### src/timer_pkg.sv
package timer_pkg;

  localparam int          NUM_TIMERS = 9;
  localparam int          ADDR_W     = 6;
  localparam int          DATA_W     = 16;

  // Register map: timer index in addr[5:2], register kind in addr[1:0].
  localparam logic [1:0]  KIND_CTRL   = 2'h0;
  localparam logic [1:0]  KIND_COUNT  = 2'h1;
  localparam logic [1:0]  KIND_PERIOD = 2'h2;
  localparam logic [5:0]  FLAG_ADDR   = 6'h24;

  // Control register field positions.
  localparam int          RUN_BIT   = 15;
  localparam int          IDLE_BIT  = 13;
  localparam int          GATE_BIT  = 6;
  localparam int          PS_HI     = 5;
  localparam int          PS_LO     = 4;
  localparam int          JOIN_BIT  = 3;
  localparam int          SYNC_BIT  = 2;
  localparam int          CS_BIT    = 1;

  // Implemented bits of each control register flavour.
  localparam logic [15:0] MASK_SOLO = 16'hA076;
  localparam logic [15:0] MASK_LOW  = 16'hA07A;
  localparam logic [15:0] MASK_HIGH = 16'hA072;

  localparam logic [15:0] CTRL_RESET   = 16'h0000;
  localparam logic [15:0] COUNT_RESET  = 16'h0000;
  localparam logic [15:0] PERIOD_RESET = 16'hFFFF;
  localparam logic [15:0] COUNT_MAX    = 16'hFFFF;

  // Prescaler terminal counts for divide by 1, 8, 64 and 256.
  localparam logic [7:0]  PS_DIV1   = 8'h00;
  localparam logic [7:0]  PS_DIV8   = 8'h07;
  localparam logic [7:0]  PS_DIV64  = 8'h3F;
  localparam logic [7:0]  PS_DIV256 = 8'hFF;

endpackage : timer_pkg

### src/general_timer_set.sv
// The address map and the plain strobed port were left to the implementer.
`timescale 1ns/1ps
module general_timer_set
  import timer_pkg::*;
(
  input  wire logic                  mclk,
  input  wire logic                  rstn,
  input  wire logic [ADDR_W-1:0]     addr,
  input  wire logic [DATA_W-1:0]     wdata,
  input  wire logic                  wr,
  input  wire logic                  rd,
  output logic      [DATA_W-1:0]     rdata,
  input  wire logic                  idle_mode,
  input  wire logic                  sleep_mode,
  input  wire logic [NUM_TIMERS-1:0] ext_clock_pin,
  output logic      [NUM_TIMERS-1:0] irq_flag,
  output logic                       adc1_trigger,
  output logic                       adc2_trigger,
  output logic      [1:0]            dma_request,
  output logic      [DATA_W-1:0]     time_base_low,
  output logic      [DATA_W-1:0]     time_base_high
);

  // Index 0 is the stand-alone timer; odd indices are low (even-numbered) pair
  // timers, even indices above zero are their high partners.
  logic [15:0]            ctrl_ff   [NUM_TIMERS];
  logic [15:0]            count_ff  [NUM_TIMERS];
  logic [15:0]            period_ff [NUM_TIMERS];
  logic [7:0]             ps_ff     [NUM_TIMERS];
  logic [NUM_TIMERS-1:0]  pin_s1_ff;
  logic [NUM_TIMERS-1:0]  pin_s2_ff;
  logic [NUM_TIMERS-1:0]  pin_d_ff;
  logic [NUM_TIMERS-1:0]  flags_ff;
  logic [NUM_TIMERS-1:0]  joined;
  logic [NUM_TIMERS-1:0]  raw_tick;
  logic [NUM_TIMERS-1:0]  raw_gfall;
  logic [NUM_TIMERS-1:0]  tick_eff;
  logic [NUM_TIMERS-1:0]  match16;
  logic [NUM_TIMERS-1:0]  match_eff;
  logic [NUM_TIMERS-1:0]  evt;
  logic [DATA_W-1:0]      rdata_ff;
  logic                   adc1_ff;
  logic                   adc2_ff;
  logic [1:0]             dma_ff;
  logic [3:0]             sel_timer;
  logic                   in_map;

  assign sel_timer = addr[5:2];
  assign in_map    = (sel_timer < 4'(NUM_TIMERS)) && (addr[1:0] != 2'h3);

  // Pins come from outside the clock domain; only pin_s2_ff and later are read.
  always_ff @(posedge mclk or negedge rstn) begin
    if (!rstn) begin
      pin_s1_ff <= '0;
      pin_s2_ff <= '0;
      pin_d_ff  <= '0;
    end else begin
      pin_s1_ff <= ext_clock_pin;
      pin_s2_ff <= pin_s1_ff;
      pin_d_ff  <= pin_s2_ff;
    end
  end

  genvar i;
  generate
    for (i = 0; i < NUM_TIMERS; i++) begin : g_tmr
      logic [15:0] mask;
      logic        is_low;
      logic        is_high;
      logic        wr_ctrl;
      logic        wr_count;
      logic        wr_period;
      logic        async_ok;
      logic        active;
      logic        in_pulse;
      logic        gate_fall;
      logic [7:0]  ps_term;

      assign is_low    = (i % 2 == 1);
      assign is_high   = (i != 0) && (i % 2 == 0);
      assign mask      = (i == 0) ? MASK_SOLO : (is_low ? MASK_LOW : MASK_HIGH);
      assign wr_ctrl   = wr && (sel_timer == 4'(i)) && (addr[1:0] == KIND_CTRL);
      assign wr_count  = wr && (sel_timer == 4'(i)) && (addr[1:0] == KIND_COUNT);
      assign wr_period = wr && (sel_timer == 4'(i)) && (addr[1:0] == KIND_PERIOD);

      if (i == 0) begin : g_solo
        assign joined[i] = 1'b0;
      end else if (i % 2 == 1) begin : g_low
        assign joined[i] = ctrl_ff[i][JOIN_BIT];
      end else begin : g_high
        assign joined[i] = ctrl_ff[i-1][JOIN_BIT];
      end

      // Only the stand-alone timer has an asynchronous path; the pair timers have
      // no sync bit, so they always count synchronously.
      assign async_ok = (i == 0) && ctrl_ff[i][CS_BIT] && !ctrl_ff[i][SYNC_BIT];

      // The synchronous path stops with the system clock in sleep.
      assign active = ctrl_ff[i][RUN_BIT]
                      && !(ctrl_ff[i][IDLE_BIT] && idle_mode)
                      && (!sleep_mode || async_ok)
                      && !(is_high && joined[i]);

      always_comb begin
        if (ctrl_ff[i][CS_BIT]) begin
          in_pulse = pin_s2_ff[i] && !pin_d_ff[i];
        end else if (ctrl_ff[i][GATE_BIT]) begin
          in_pulse = pin_s2_ff[i];
        end else begin
          in_pulse = 1'b1;
        end
      end

      assign gate_fall = active && !ctrl_ff[i][CS_BIT] && ctrl_ff[i][GATE_BIT]
                         && pin_d_ff[i] && !pin_s2_ff[i];

      always_comb begin
        case (ctrl_ff[i][PS_HI:PS_LO])
          2'h0:    ps_term = PS_DIV1;
          2'h1:    ps_term = PS_DIV8;
          2'h2:    ps_term = PS_DIV64;
          default: ps_term = PS_DIV256;
        endcase
      end

      always_ff @(posedge mclk or negedge rstn) begin
        if (!rstn) begin
          ps_ff[i] <= 8'h00;
        end else if (!active || wr_count) begin
          ps_ff[i] <= 8'h00;
        end else if (in_pulse) begin
          ps_ff[i] <= (ps_ff[i] == ps_term) ? 8'h00 : ps_ff[i] + 8'h01;
        end
      end

      assign raw_tick[i]  = active && in_pulse && (ps_ff[i] == ps_term);
      assign raw_gfall[i] = gate_fall;
      assign match16[i]   = (count_ff[i] == period_ff[i]);

      // The high half follows the low timer's clock, gate and controls.
      if (i != 0 && i % 2 == 0) begin : g_hi_eff
        assign tick_eff[i]  = joined[i] ? raw_tick[i-1] : raw_tick[i];
        assign match_eff[i] = joined[i] ? (match16[i-1] && match16[i]) : match16[i];
        assign evt[i]       = (tick_eff[i] && match_eff[i])
                              || (joined[i] ? raw_gfall[i-1] : raw_gfall[i]);
      end else if (i % 2 == 1) begin : g_lo_eff
        assign tick_eff[i]  = raw_tick[i];
        assign match_eff[i] = joined[i] ? (match16[i] && match16[i+1]) : match16[i];
        assign evt[i]       = !joined[i] && ((tick_eff[i] && match_eff[i]) || raw_gfall[i]);
      end else begin : g_solo_eff
        assign tick_eff[i]  = raw_tick[i];
        assign match_eff[i] = match16[i];
        assign evt[i]       = (tick_eff[i] && match_eff[i]) || raw_gfall[i];
      end

      always_ff @(posedge mclk or negedge rstn) begin
        if (!rstn) begin
          ctrl_ff[i] <= CTRL_RESET;
        end else if (wr_ctrl) begin
          ctrl_ff[i] <= wdata & mask;
        end
      end

      always_ff @(posedge mclk or negedge rstn) begin
        if (!rstn) begin
          period_ff[i] <= PERIOD_RESET;
        end else if (wr_period) begin
          period_ff[i] <= wdata;
        end
      end

      always_ff @(posedge mclk or negedge rstn) begin
        if (!rstn) begin
          count_ff[i] <= COUNT_RESET;
        end else if (wr_count) begin
          count_ff[i] <= wdata;
        end else if (tick_eff[i]) begin
          if (match_eff[i]) begin
            count_ff[i] <= COUNT_RESET;
          end else if (i != 0 && i % 2 == 0 && joined[i]) begin
            if (count_ff[(i == 0) ? 0 : i-1] == COUNT_MAX) begin
              count_ff[i] <= count_ff[i] + 16'h0001;
            end
          end else begin
            count_ff[i] <= count_ff[i] + 16'h0001;
          end
        end
      end
    end
  endgenerate

  // A flag event in the same cycle as a write-one-to-clear keeps the flag set.
  always_ff @(posedge mclk or negedge rstn) begin
    if (!rstn) begin
      flags_ff <= '0;
    end else if (wr && addr == FLAG_ADDR) begin
      flags_ff <= (flags_ff & ~wdata[NUM_TIMERS-1:0]) | evt;
    end else begin
      flags_ff <= flags_ff | evt;
    end
  end

  always_ff @(posedge mclk or negedge rstn) begin
    if (!rstn) begin
      adc1_ff <= 1'b0;
      adc2_ff <= 1'b0;
      dma_ff  <= 2'b00;
    end else begin
      adc1_ff <= evt[2];
      adc2_ff <= evt[4];
      dma_ff  <= {evt[2], evt[1]};
    end
  end

  always_ff @(posedge mclk or negedge rstn) begin
    if (!rstn) begin
      rdata_ff <= '0;
    end else if (rd) begin
      if (addr == FLAG_ADDR) begin
        rdata_ff <= {{(DATA_W-NUM_TIMERS){1'b0}}, flags_ff};
      end else if (!in_map) begin
        rdata_ff <= '0;
      end else begin
        case (addr[1:0])
          KIND_CTRL:   rdata_ff <= ctrl_ff[sel_timer];
          KIND_COUNT:  rdata_ff <= count_ff[sel_timer];
          KIND_PERIOD: rdata_ff <= period_ff[sel_timer];
          default:     rdata_ff <= '0;
        endcase
      end
    end else begin
      rdata_ff <= '0;
    end
  end

  assign rdata          = rdata_ff;
  assign irq_flag       = flags_ff;
  assign adc1_trigger   = adc1_ff;
  assign adc2_trigger   = adc2_ff;
  assign dma_request    = dma_ff;
  assign time_base_low  = count_ff[1];
  assign time_base_high = count_ff[2];

  logic wr_any_cnt;
  assign wr_any_cnt = wr && (addr[1:0] == KIND_COUNT);

  a_stop_holds: assert property (@(posedge mclk) disable iff (!rstn)
    !ctrl_ff[0][RUN_BIT] && !wr_any_cnt |=> $stable(count_ff[0]))
    else $error("Stopped stand-alone timer changed its count.");

  a_idle_halt: assert property (@(posedge mclk) disable iff (!rstn)
    idle_mode && ctrl_ff[0][IDLE_BIT] |-> !tick_eff[0] && !evt[0])
    else $error("Timer ran in idle with idle-halt set.");

  a_gate_level: assert property (@(posedge mclk) disable iff (!rstn)
    tick_eff[0] && !ctrl_ff[0][CS_BIT] && ctrl_ff[0][GATE_BIT] |-> pin_s2_ff[0])
    else $error("Gated timer ticked with gate low.");

  a_prescale_eight: assert property (@(posedge mclk) disable iff (!rstn)
    tick_eff[0] && ctrl_ff[0][PS_HI:PS_LO] == 2'h1 && !wr |=> !tick_eff[0] [*7])
    else $error("Divide-by-8 prescaler ticked too early.");

  a_match_clear: assert property (@(posedge mclk) disable iff (!rstn)
    tick_eff[0] && match_eff[0] && !wr |=> count_ff[0] == COUNT_RESET && flags_ff[0])
    else $error("Period match did not clear count and set flag.");

  a_join_carry: assert property (@(posedge mclk) disable iff (!rstn)
    joined[2] && tick_eff[1] && !match_eff[1] && count_ff[1] == COUNT_MAX && !wr
    |=> count_ff[2] == $past(count_ff[2]) + 16'h0001 && count_ff[1] == COUNT_RESET)
    else $error("Low word wrap did not carry into high word.");

  a_join_low_quiet: assert property (@(posedge mclk) disable iff (!rstn)
    joined[1] |-> !evt[1])
    else $error("Joined pair raised the low timer flag.");

  a_join_match: assert property (@(posedge mclk) disable iff (!rstn)
    joined[2] && tick_eff[2] && evt[2] |-> {count_ff[2], count_ff[1]} == {period_ff[2], period_ff[1]})
    else $error("Joined pair matched without full 32-bit equality.");

  a_dma_source: assert property (@(posedge mclk) disable iff (!rstn)
    evt[1] |=> dma_request[0])
    else $error("Pair timer event gave no DMA request.");

  a_rsvd_zero: assert property (@(posedge mclk) disable iff (!rstn)
    rd && addr == 6'h00 |=> (rdata & ~MASK_SOLO) == 16'h0000)
    else $error("Unimplemented control bits read nonzero.");

  a_async_sleep: assert property (@(posedge mclk) disable iff (!rstn)
    sleep_mode && !(ctrl_ff[0][CS_BIT] && !ctrl_ff[0][SYNC_BIT]) |-> !tick_eff[0])
    else $error("Synchronous stand-alone timer ticked in sleep.");

  a_pair_sleep: assert property (@(posedge mclk) disable iff (!rstn)
    sleep_mode |-> tick_eff[NUM_TIMERS-1:1] == '0)
    else $error("Pair timer ticked in sleep.");

  a_ext_no_gate: assert property (@(posedge mclk) disable iff (!rstn)
    ctrl_ff[0][CS_BIT] |-> !raw_gfall[0])
    else $error("External clock mode reacted to the gate.");

  a_ext_edge_tick: assert property (@(posedge mclk) disable iff (!rstn)
    tick_eff[0] && ctrl_ff[0][CS_BIT] |-> pin_s2_ff[0] && !pin_d_ff[0])
    else $error("External clock ticked without a rising edge.");

  a_high_follows_low: assert property (@(posedge mclk) disable iff (!rstn)
    joined[2] && !ctrl_ff[1][RUN_BIT] |-> !tick_eff[2])
    else $error("Joined high half ticked while the low timer was stopped.");

  a_join_period: assert property (@(posedge mclk) disable iff (!rstn)
    joined[2] && tick_eff[2] && count_ff[2] == period_ff[2] && count_ff[1] == period_ff[1] |-> evt[2])
    else $error("Joined pair missed its 32-bit period match.");

  a_join_half_match: assert property (@(posedge mclk) disable iff (!rstn)
    joined[2] && count_ff[1] == period_ff[1] && count_ff[2] != period_ff[2] && !raw_gfall[1] |-> !evt[2])
    else $error("Joined pair matched on the low word alone.");

  a_adc1_pulse: assert property (@(posedge mclk) disable iff (!rstn)
    evt[2] |=> adc1_trigger)
    else $error("First pair event gave no converter trigger.");

  a_adc2_pulse: assert property (@(posedge mclk) disable iff (!rstn)
    evt[4] |=> adc2_trigger)
    else $error("Second pair event gave no converter trigger.");

  a_adc1_quiet: assert property (@(posedge mclk) disable iff (!rstn)
    !evt[2] |=> !adc1_trigger)
    else $error("Converter trigger without a pair event.");

  a_dma_high: assert property (@(posedge mclk) disable iff (!rstn)
    evt[2] |=> dma_request[1])
    else $error("High pair timer event gave no DMA request.");

  a_dma_quiet: assert property (@(posedge mclk) disable iff (!rstn)
    !evt[1] && !evt[2] |=> dma_request == 2'b00)
    else $error("DMA request without a first pair event.");

  a_flag_sticky: assert property (@(posedge mclk) disable iff (!rstn)
    flags_ff[0] && !(wr && addr == FLAG_ADDR) |=> flags_ff[0])
    else $error("Interrupt flag dropped without a clear.");

  a_count_step: assert property (@(posedge mclk) disable iff (!rstn)
    tick_eff[0] && !match_eff[0] && !wr |=> count_ff[0] == $past(count_ff[0]) + 16'h0001)
    else $error("Count did not step by one on a tick.");

  a_idle_pair: assert property (@(posedge mclk) disable iff (!rstn)
    idle_mode && ctrl_ff[1][IDLE_BIT] |-> !tick_eff[1])
    else $error("Pair timer ran in idle with idle-halt set.");

  a_gate_fall_flag: assert property (@(posedge mclk) disable iff (!rstn)
    raw_gfall[0] |=> flags_ff[0])
    else $error("Gate falling edge did not set the flag.");

endmodule // general_timer_set

### config.mk
export PLATFORM = sky130hd
export DESIGN_NAME = general_timer_set
export DESIGN_NICKNAME = d
export VERILOG_FILES = /design/src/timer_pkg.sv /design/src/general_timer_set.sv
export SDC_FILE = /design/constraint.sdc
export NUM_CORES = 1
export LEC_CHECK = 0
export CAP_MARGIN = 30
export CORE_MARGIN = 10
export CORE_UTILIZATION = 50
export DETAILED_ROUTE_END_ITERATION = 8
export DONT_BUFFER_PORTS = 1
export GPL_TIMING_DRIVEN = 0
export SLEW_MARGIN = 10
export SYNTH_ARGS = -nofsm -noshare
export SYNTH_HDL_FRONTEND = slang
export SYNTH_SLANG_ARGS = --single-unit
### constraint.sdc
create_clock -name mclk -period 4 [get_ports mclk]
set_input_delay 0.4 -clock mclk [delete_from_list [all_inputs] [get_ports mclk]]
set_output_delay 0.4 -clock mclk [all_outputs]
set_load 0.05 [all_outputs]
# Word level (Yosys, flattened, before mapping)
# Index checks and enable logic that the tools add are counted.
[totals]
ram_bits = 0
regBits = 475
wordCells = 497
output_inout_bits = 61
latchBits = 0
n_memories = 0
rom_bits = 0
input_bits = 37
[classes]
n_reduce_logical = 253
mul = 0
div = 0
bitwise = 5
n_eq_ne = 56
muxes = 119
magnitude_cmp = 2
n_addsub = 18
shift = 0
[ops]
columns = ["cell", "count"]
rows = [
  ["$mux 16", 44],
  ["$mux 8", 27],
  ["$pmux 8 s3", 9],
  ["$bmux 16 s4", 3],
  ["$logic_and 1x1->1", 150],
  ["$add 16x1->16 const B", 9],
  ["$eq 16x16->1", 9],
  ["$add 8x1->8 const B", 9],
  ["$eq 8x8->1", 9],
  ["$eq 16x16->1 const B", 4],
  ["$logic_not 1->1", 51],
  ["$pmux 16 s3", 1],
  ["$reduce_bool 2->1", 18],
  ["$mux 1", 34],
  ["$eq 2x1->1 const B", 10],
  ["$eq 2x2->1 const B", 10],
  ["$logic_not 2->1", 10],
  ["$logic_or 1x1->1", 19],
  ["$or 9x9->9", 2],
  ["$eq 4x3->1 const B", 4],
  ["$ne 4x1->1 const B", 4],
  ["$and 9x9->9", 1],
  ["$mux 9", 1],
  ["$not 9->9", 1],
  ["10 further kinds", 14],
]

# Depth between registers and ports, before layout
[depth]
depth_word = 13
ltp_mapped = 11
depth_no_buf = 8

# Least setup slack after synthesis
# Ideal clock, no wire load.
[synth_timing]
path_type = "input-to-reg"
from = "input addr[2]"
to = "register rdata_ff[2] (netlist: rdata[2])"
setup_time_ps = 138
setup_slack_ps = 1418
n_path_buf = 5
required_ps = 3862
t_arrival_ps = 2444
stages = 10
path_cell_list = "buf_2 buf_2 buf_2 buf_2 buf_2 mux4_2 mux2i_1 nor3_1 a311oi_1 o21ai_1"
[synth_via]
elab_chain_cells = 8
word_cells_on_any_way = 17
cone_classes = "1 x order compare; 1 x eq/ne; 13 x mux; 1 x bitwise; 1 x reduce/logical"
[synth_lines]
columns = ["element", "line", "source"]
rows = [
  ["start: declaration", "general_timer_set.sv:8", "input wire logic [ADDR_W-1:0] addr,"],
  ["$not 4->5 (implied by the code)", "general_timer_set.sv:225, general_timer_set.sv:226, general_timer_set.sv:227", ""],
  ["$bmux 16 s4, on equally long branches", "general_timer_set.sv:227, general_timer_set.sv:225, general_timer_set.sv:226", ""],
  ["$mux 16, on equally long branches (2 in a row)", "general_timer_set.sv:227, general_timer_set.sv:225, general_timer_set.sv:226", ""],
  ["$pmux 16 s3", "general_timer_set.sv:224", "case (addr[1:0])"],
  ["$mux 16", "general_timer_set.sv:221", "end else if (!in_map) begin"],
  ["$mux 16 (*)", "general_timer_set.sv:219", "if (addr == FLAG_ADDR) begin"],
  ["$mux 16 (*)", "general_timer_set.sv:218", "end else if (rd) begin"],
  ["end signal: assignment", "general_timer_set.sv:220", "rdata_ff <= {{(DATA_W-NUM_TIMERS){1'b0}}, flags_ff};"],
  ["end signal: assignment", "general_timer_set.sv:225", "KIND_CTRL: rdata_ff <= ctrl_ff[sel_timer];"],
  ["end signal: assignment", "general_timer_set.sv:226", "KIND_COUNT: rdata_ff <= count_ff[sel_timer];"],
  ["end: declaration", "general_timer_set.sv:41", "logic [DATA_W-1:0] rdata_ff;"],
]
# Every way passes the cells marked *; elsewhere a longest branch is shown, timed or not. The select of a mux whose other input is x is not followed.
# A chain may end at the register's enable or synchronous reset.

# Final worst setup path
[layout_timing]
from = "register count_ff, in the netlist time_base_low[10]"
to = "register count_ff, in the netlist time_base_high[6]"
[layout_via]
elab_chain_cells = 6
word_cells_on_any_way = 9
cone_classes = "3 x eq/ne; 4 x mux; 2 x reduce/logical"
[layout_lines]
columns = ["element", "line", "source"]
rows = [
  ["start: declaration", "general_timer_set.sv:27", "logic [15:0] count_ff [NUM_TIMERS];"],
  ["start signal: indexed assignment", "general_timer_set.sv:176", "count_ff[i] <= wdata;"],
  ["start signal: indexed assignment", "general_timer_set.sv:182", "count_ff[i] <= count_ff[i] + 16'h0001;"],
  ["start signal: indexed assignment", "general_timer_set.sv:185", "count_ff[i] <= count_ff[i] + 16'h0001;"],
  ["$eq 16x16->1", "general_timer_set.sv:138", "assign match16[i] = (count_ff[i] == period_ff[i]);"],
  ["$logic_and 1x1->1", "general_timer_set.sv:143", "assign match_eff[i] = joined[i] ? (match16[i-1] && match16[i]) : match16[i];"],
  ["$mux 1", "general_timer_set.sv:143", ""],
  ["$mux 16", "general_timer_set.sv:178", "if (match_eff[i]) begin"],
  ["$mux 16", "general_timer_set.sv:177", "end else if (tick_eff[i]) begin"],
  ["$mux 16", "general_timer_set.sv:175", "end else if (wr_count) begin"],
]
# Parallel ways exist; a longest one is shown, timed or not. The select of a mux whose other input is x is not followed.

==> results_dict.tcl <==
set metrics [dict create \
    cap_violations 0 \
    cp_slowest_cell "a21oi_2" \
    synth_edf_count 0 \
    hold_viol_final 330 \
    fin_area_mm2 0.0314 \
    cp-start-kind "flop" \
    vias 24400 \
    core-area_mm2 0.0553 \
    final_cell_mix "330 x dfrtp_1, 277 x nand2_1, 203 x nor2_1" \
    wl_per_cell_um 29.9 \
    area_delta_synth_final_pct 11.9 \
    cp_top_family "simple AND/OR/NAND/NOR gates" \
    clkPwrFrac 0.333 \
    intPower_mw 11.0 \
    ys_seq_area_frac 0.430 \
    hold_buffers 10 \
    fmax_mhz 276 \
    synthArstFlopShare 1.00 \
    crit_arrival_ps 4140 \
    hold_class "input pin to async pin" \
    fp.dieW_um 257 \
    worst-slew-pin-transition_ps 1290 \
    cts_sinks 474 \
    fillers 4846 \
    grt_first_pass_wirelength_mm 161 \
    status "finished with violations" \
    cts_buffers 55 \
    boundaryPins 98 \
    fin_tns_setup_ps 0 \
    p_sw_frac 0.365 \
    place_congestion 1.02 \
    post-route-min-period_ps 3630 \
    grt_use_met3 0.0718 \
    gr-total-overflow 0 \
    rsz0062_at_grt "no" \
    ys_types 80 \
    use_met2 0.494 \
    fin_util 0.567 \
    ys_ff_latch 474 \
    syn_inst 2816 \
    cts-root-buf "clkbuf_16" \
    vias_per_cell 6.61 \
    power.leakage_nw 13.0 \
    port_buffers 0 \
    cts_max_level 2 \
    cp_max_fo 10 \
    combPwrFrac 0.254 \
    vdd_drop_max_uv 342 \
    cellPowerDensity_mw_per_mm2 550 \
    p_seq_frac 0.412 \
    rows 86 \
    synth_warnings 0 \
    cp_cell_sequence "clkbuf_1, xor2_1, nor4_2, nand4_1, a21oi_2, nand4b_1, clkbuf_1, nor3_1, a211o_1" \
    antenna_found_initial 5 \
    clockBufferDepth 3 \
    holdWs_ps -519 \
    tritoncts "done" \
    dp_hpwl_mm 82.0 \
    end_kind "flop" \
    finalSetupViolations 0 \
    critPathBufInv 2 \
    nNetsFinal 2954 \
    path_class "flop to flop" \
    use_met1 0.447 \
    final_common_cell "dfrtp_1" \
    dp_slack_ps 27.5 \
    avgSynthCellArea_um2 9.96 \
    grt_pass1_vias 22900 \
    cp.required_ps 4510 \
    die_area_mm2 0.0659 \
    path_common_cell "clkbuf_1" \
    post_dp_cell_area_mm2 0.0292 \
    grt.total_usage 0.327 \
    regToRegSetupSlack_ps 370 \
    clk_latency_ps 630 \
    cp_slowest_stage_delay_ps 580 \
    drc 0 \
    grt-busiest-layer "met2" \
    synth_fp_nets 2871 \
    wirelength_mm 111 \
    initial_core_util 0.507 \
    syn_area_mm2 0.0280 \
    violations "negative hold slack" \
    drtIter0Drc 2969 \
    drt_first_pass_iters 6 \
    finalMaxSlewViolations 0 \
    grt_max_degree 475 \
    skew_ps 15.8 \
    p_sw_mw 6.29 \
    finalWorstSetupSlack_ps 374 \
    postCtsSetupBuffers 0 \
    finalCritPeriodShare 0.906 \
    clkTransAtPathRegs_ps 60 \
    die_h_um 257 \
    relSlewSlack 0.142 \
    drive_gt1_frac 0.209 \
    synth_flop_cell "dfrtp_1" \
    ant_nets 0 \
]
## power groups by stage
stage | clock, mW | combinational, mW | sequential [mW]
after floorplan | 0 | 3.17 | 6.50
after global placement | 0 | 4.17 | 7.10
after detailed placement | 0 | 4.25 | 7.12
after CTS | 5.80 | 4.29 | 7.05
after global routing | 6.00 | 4.68 | 7.16
final | 5.75 | 4.39 | 7.11
## flip-flops by register name, summed over array words and instances (netlist names), 16 cells and up
| signal | flops |
|---|---|
| period_ff | 144 |
| count_ff | 112 |
| rdata | 16 |
| time_base_low | 16 |
| ctrl_ff | 59 |
| ps_ff | 72 |
| time_base_high | 16 |
## cell type report
cell class                      count  area, µm²  share of cell area
Antenna cell                        3       7.51            0.000239
Clock buffer                       78       1690              0.0539
Multi-Input combinational cell   2073      14800               0.473
Clock inverter                     26        383              0.0122
Timing Repair Buffer               26        289             0.00921
Sequential cell                   474      12000               0.384
Buffer                            221       1010              0.0322
Inverter                           48        180             0.00574
Tap cell                          748        936              0.0298
## synthesized netlist by cell type (57+ instances only)
library cell	instances	area share
nand3_1	148	0.026
clkbuf_1	132	0.018
and3_1	58	0.013
o21ai_1	57	0.010
mux2_2	180	0.072
nor2_1	203	0.027
mux4_2	77	0.062
a21oi_1	89	0.016
xor2_1	125	0.039
nor3_1	60	0.011
nand2_1	277	0.037
o21ai_0	119	0.021
dfstp_2	144	0.13
dfrtp_1	330	0.29
## worst paths after layout
| path | startpoint | end | cells past startpoint |
|---|---|---|---|
| worst max-delay path | time_base_low[10] | time_base_high[6] | 9 |
| worst min-delay path | rstn | ps_ff[60] | 0 |
| worst max register to register | time_base_low[10] | time_base_high[6] | 9 |
| worst min register to register | pin_s1_ff[1] | pin_s2_ff[1] | 0 |
| max in group asynchronous | rstn | count_ff[50] | 0 |
| min in group mclk | addr[1] | rdata[13] | 3 |
## worst reg2reg max path, stage by stage (launching register included)
cell and delay (ps):
dfrtp_1 350, clkbuf_1 410, xor2_1 160, nor4_2 440
nand4_1 420, a21oi_2 580, nand4b_1 360, clkbuf_1 410
nor3_1 90, a211o_1 280
## through the flow
step           power (mW)  std cells  hold WS (ps)
2_1_floorplan        9.66       2816           104
3_3_place_gp         11.3       3564           120
3_5_place_dp         11.4       3580           123
4_1_cts              17.1       3694          -537
5_1_grt              17.8       3694          -542
6_report             17.3       3697          -519
## metal layers
layer  vias to the layer above  share of wire
li1                      10500              -
met1                     12500           0.42
met2                      1241           0.45
met3                       236          0.093
met4                         2          0.045
met5                         -        0.00012
## cell families (layout without fill, tap and decap cells)
| group | count (synthesis) | in the layout | share of synthesized area |
|---|---|---|---|
| simple gates | 1017 | 1017 | 0.180 |
| compound gates | 541 | 541 | 0.128 |
| flops | 474 | 474 | 0.430 |
| mux | 318 | 318 | 0.157 |
| buf+inv | 269 | 399 | 0.0421 |
| xor+xnor | 179 | 179 | 0.0559 |
| fa+ha+maj | 18 | 18 | 0.00803 |
| other cells | 0 | 3 | 0 |
## what timing repair did
| item | 4_1_cts | 5_1_grt |
|---|---|---|
| gates resized for setup | 0 | 2 |
| endpoints found under the hold margin | 486 | 474 |
| endpoints found under the setup margin | 0 | 12 |
Note: power is estimated with default switching activity, not from simulation.
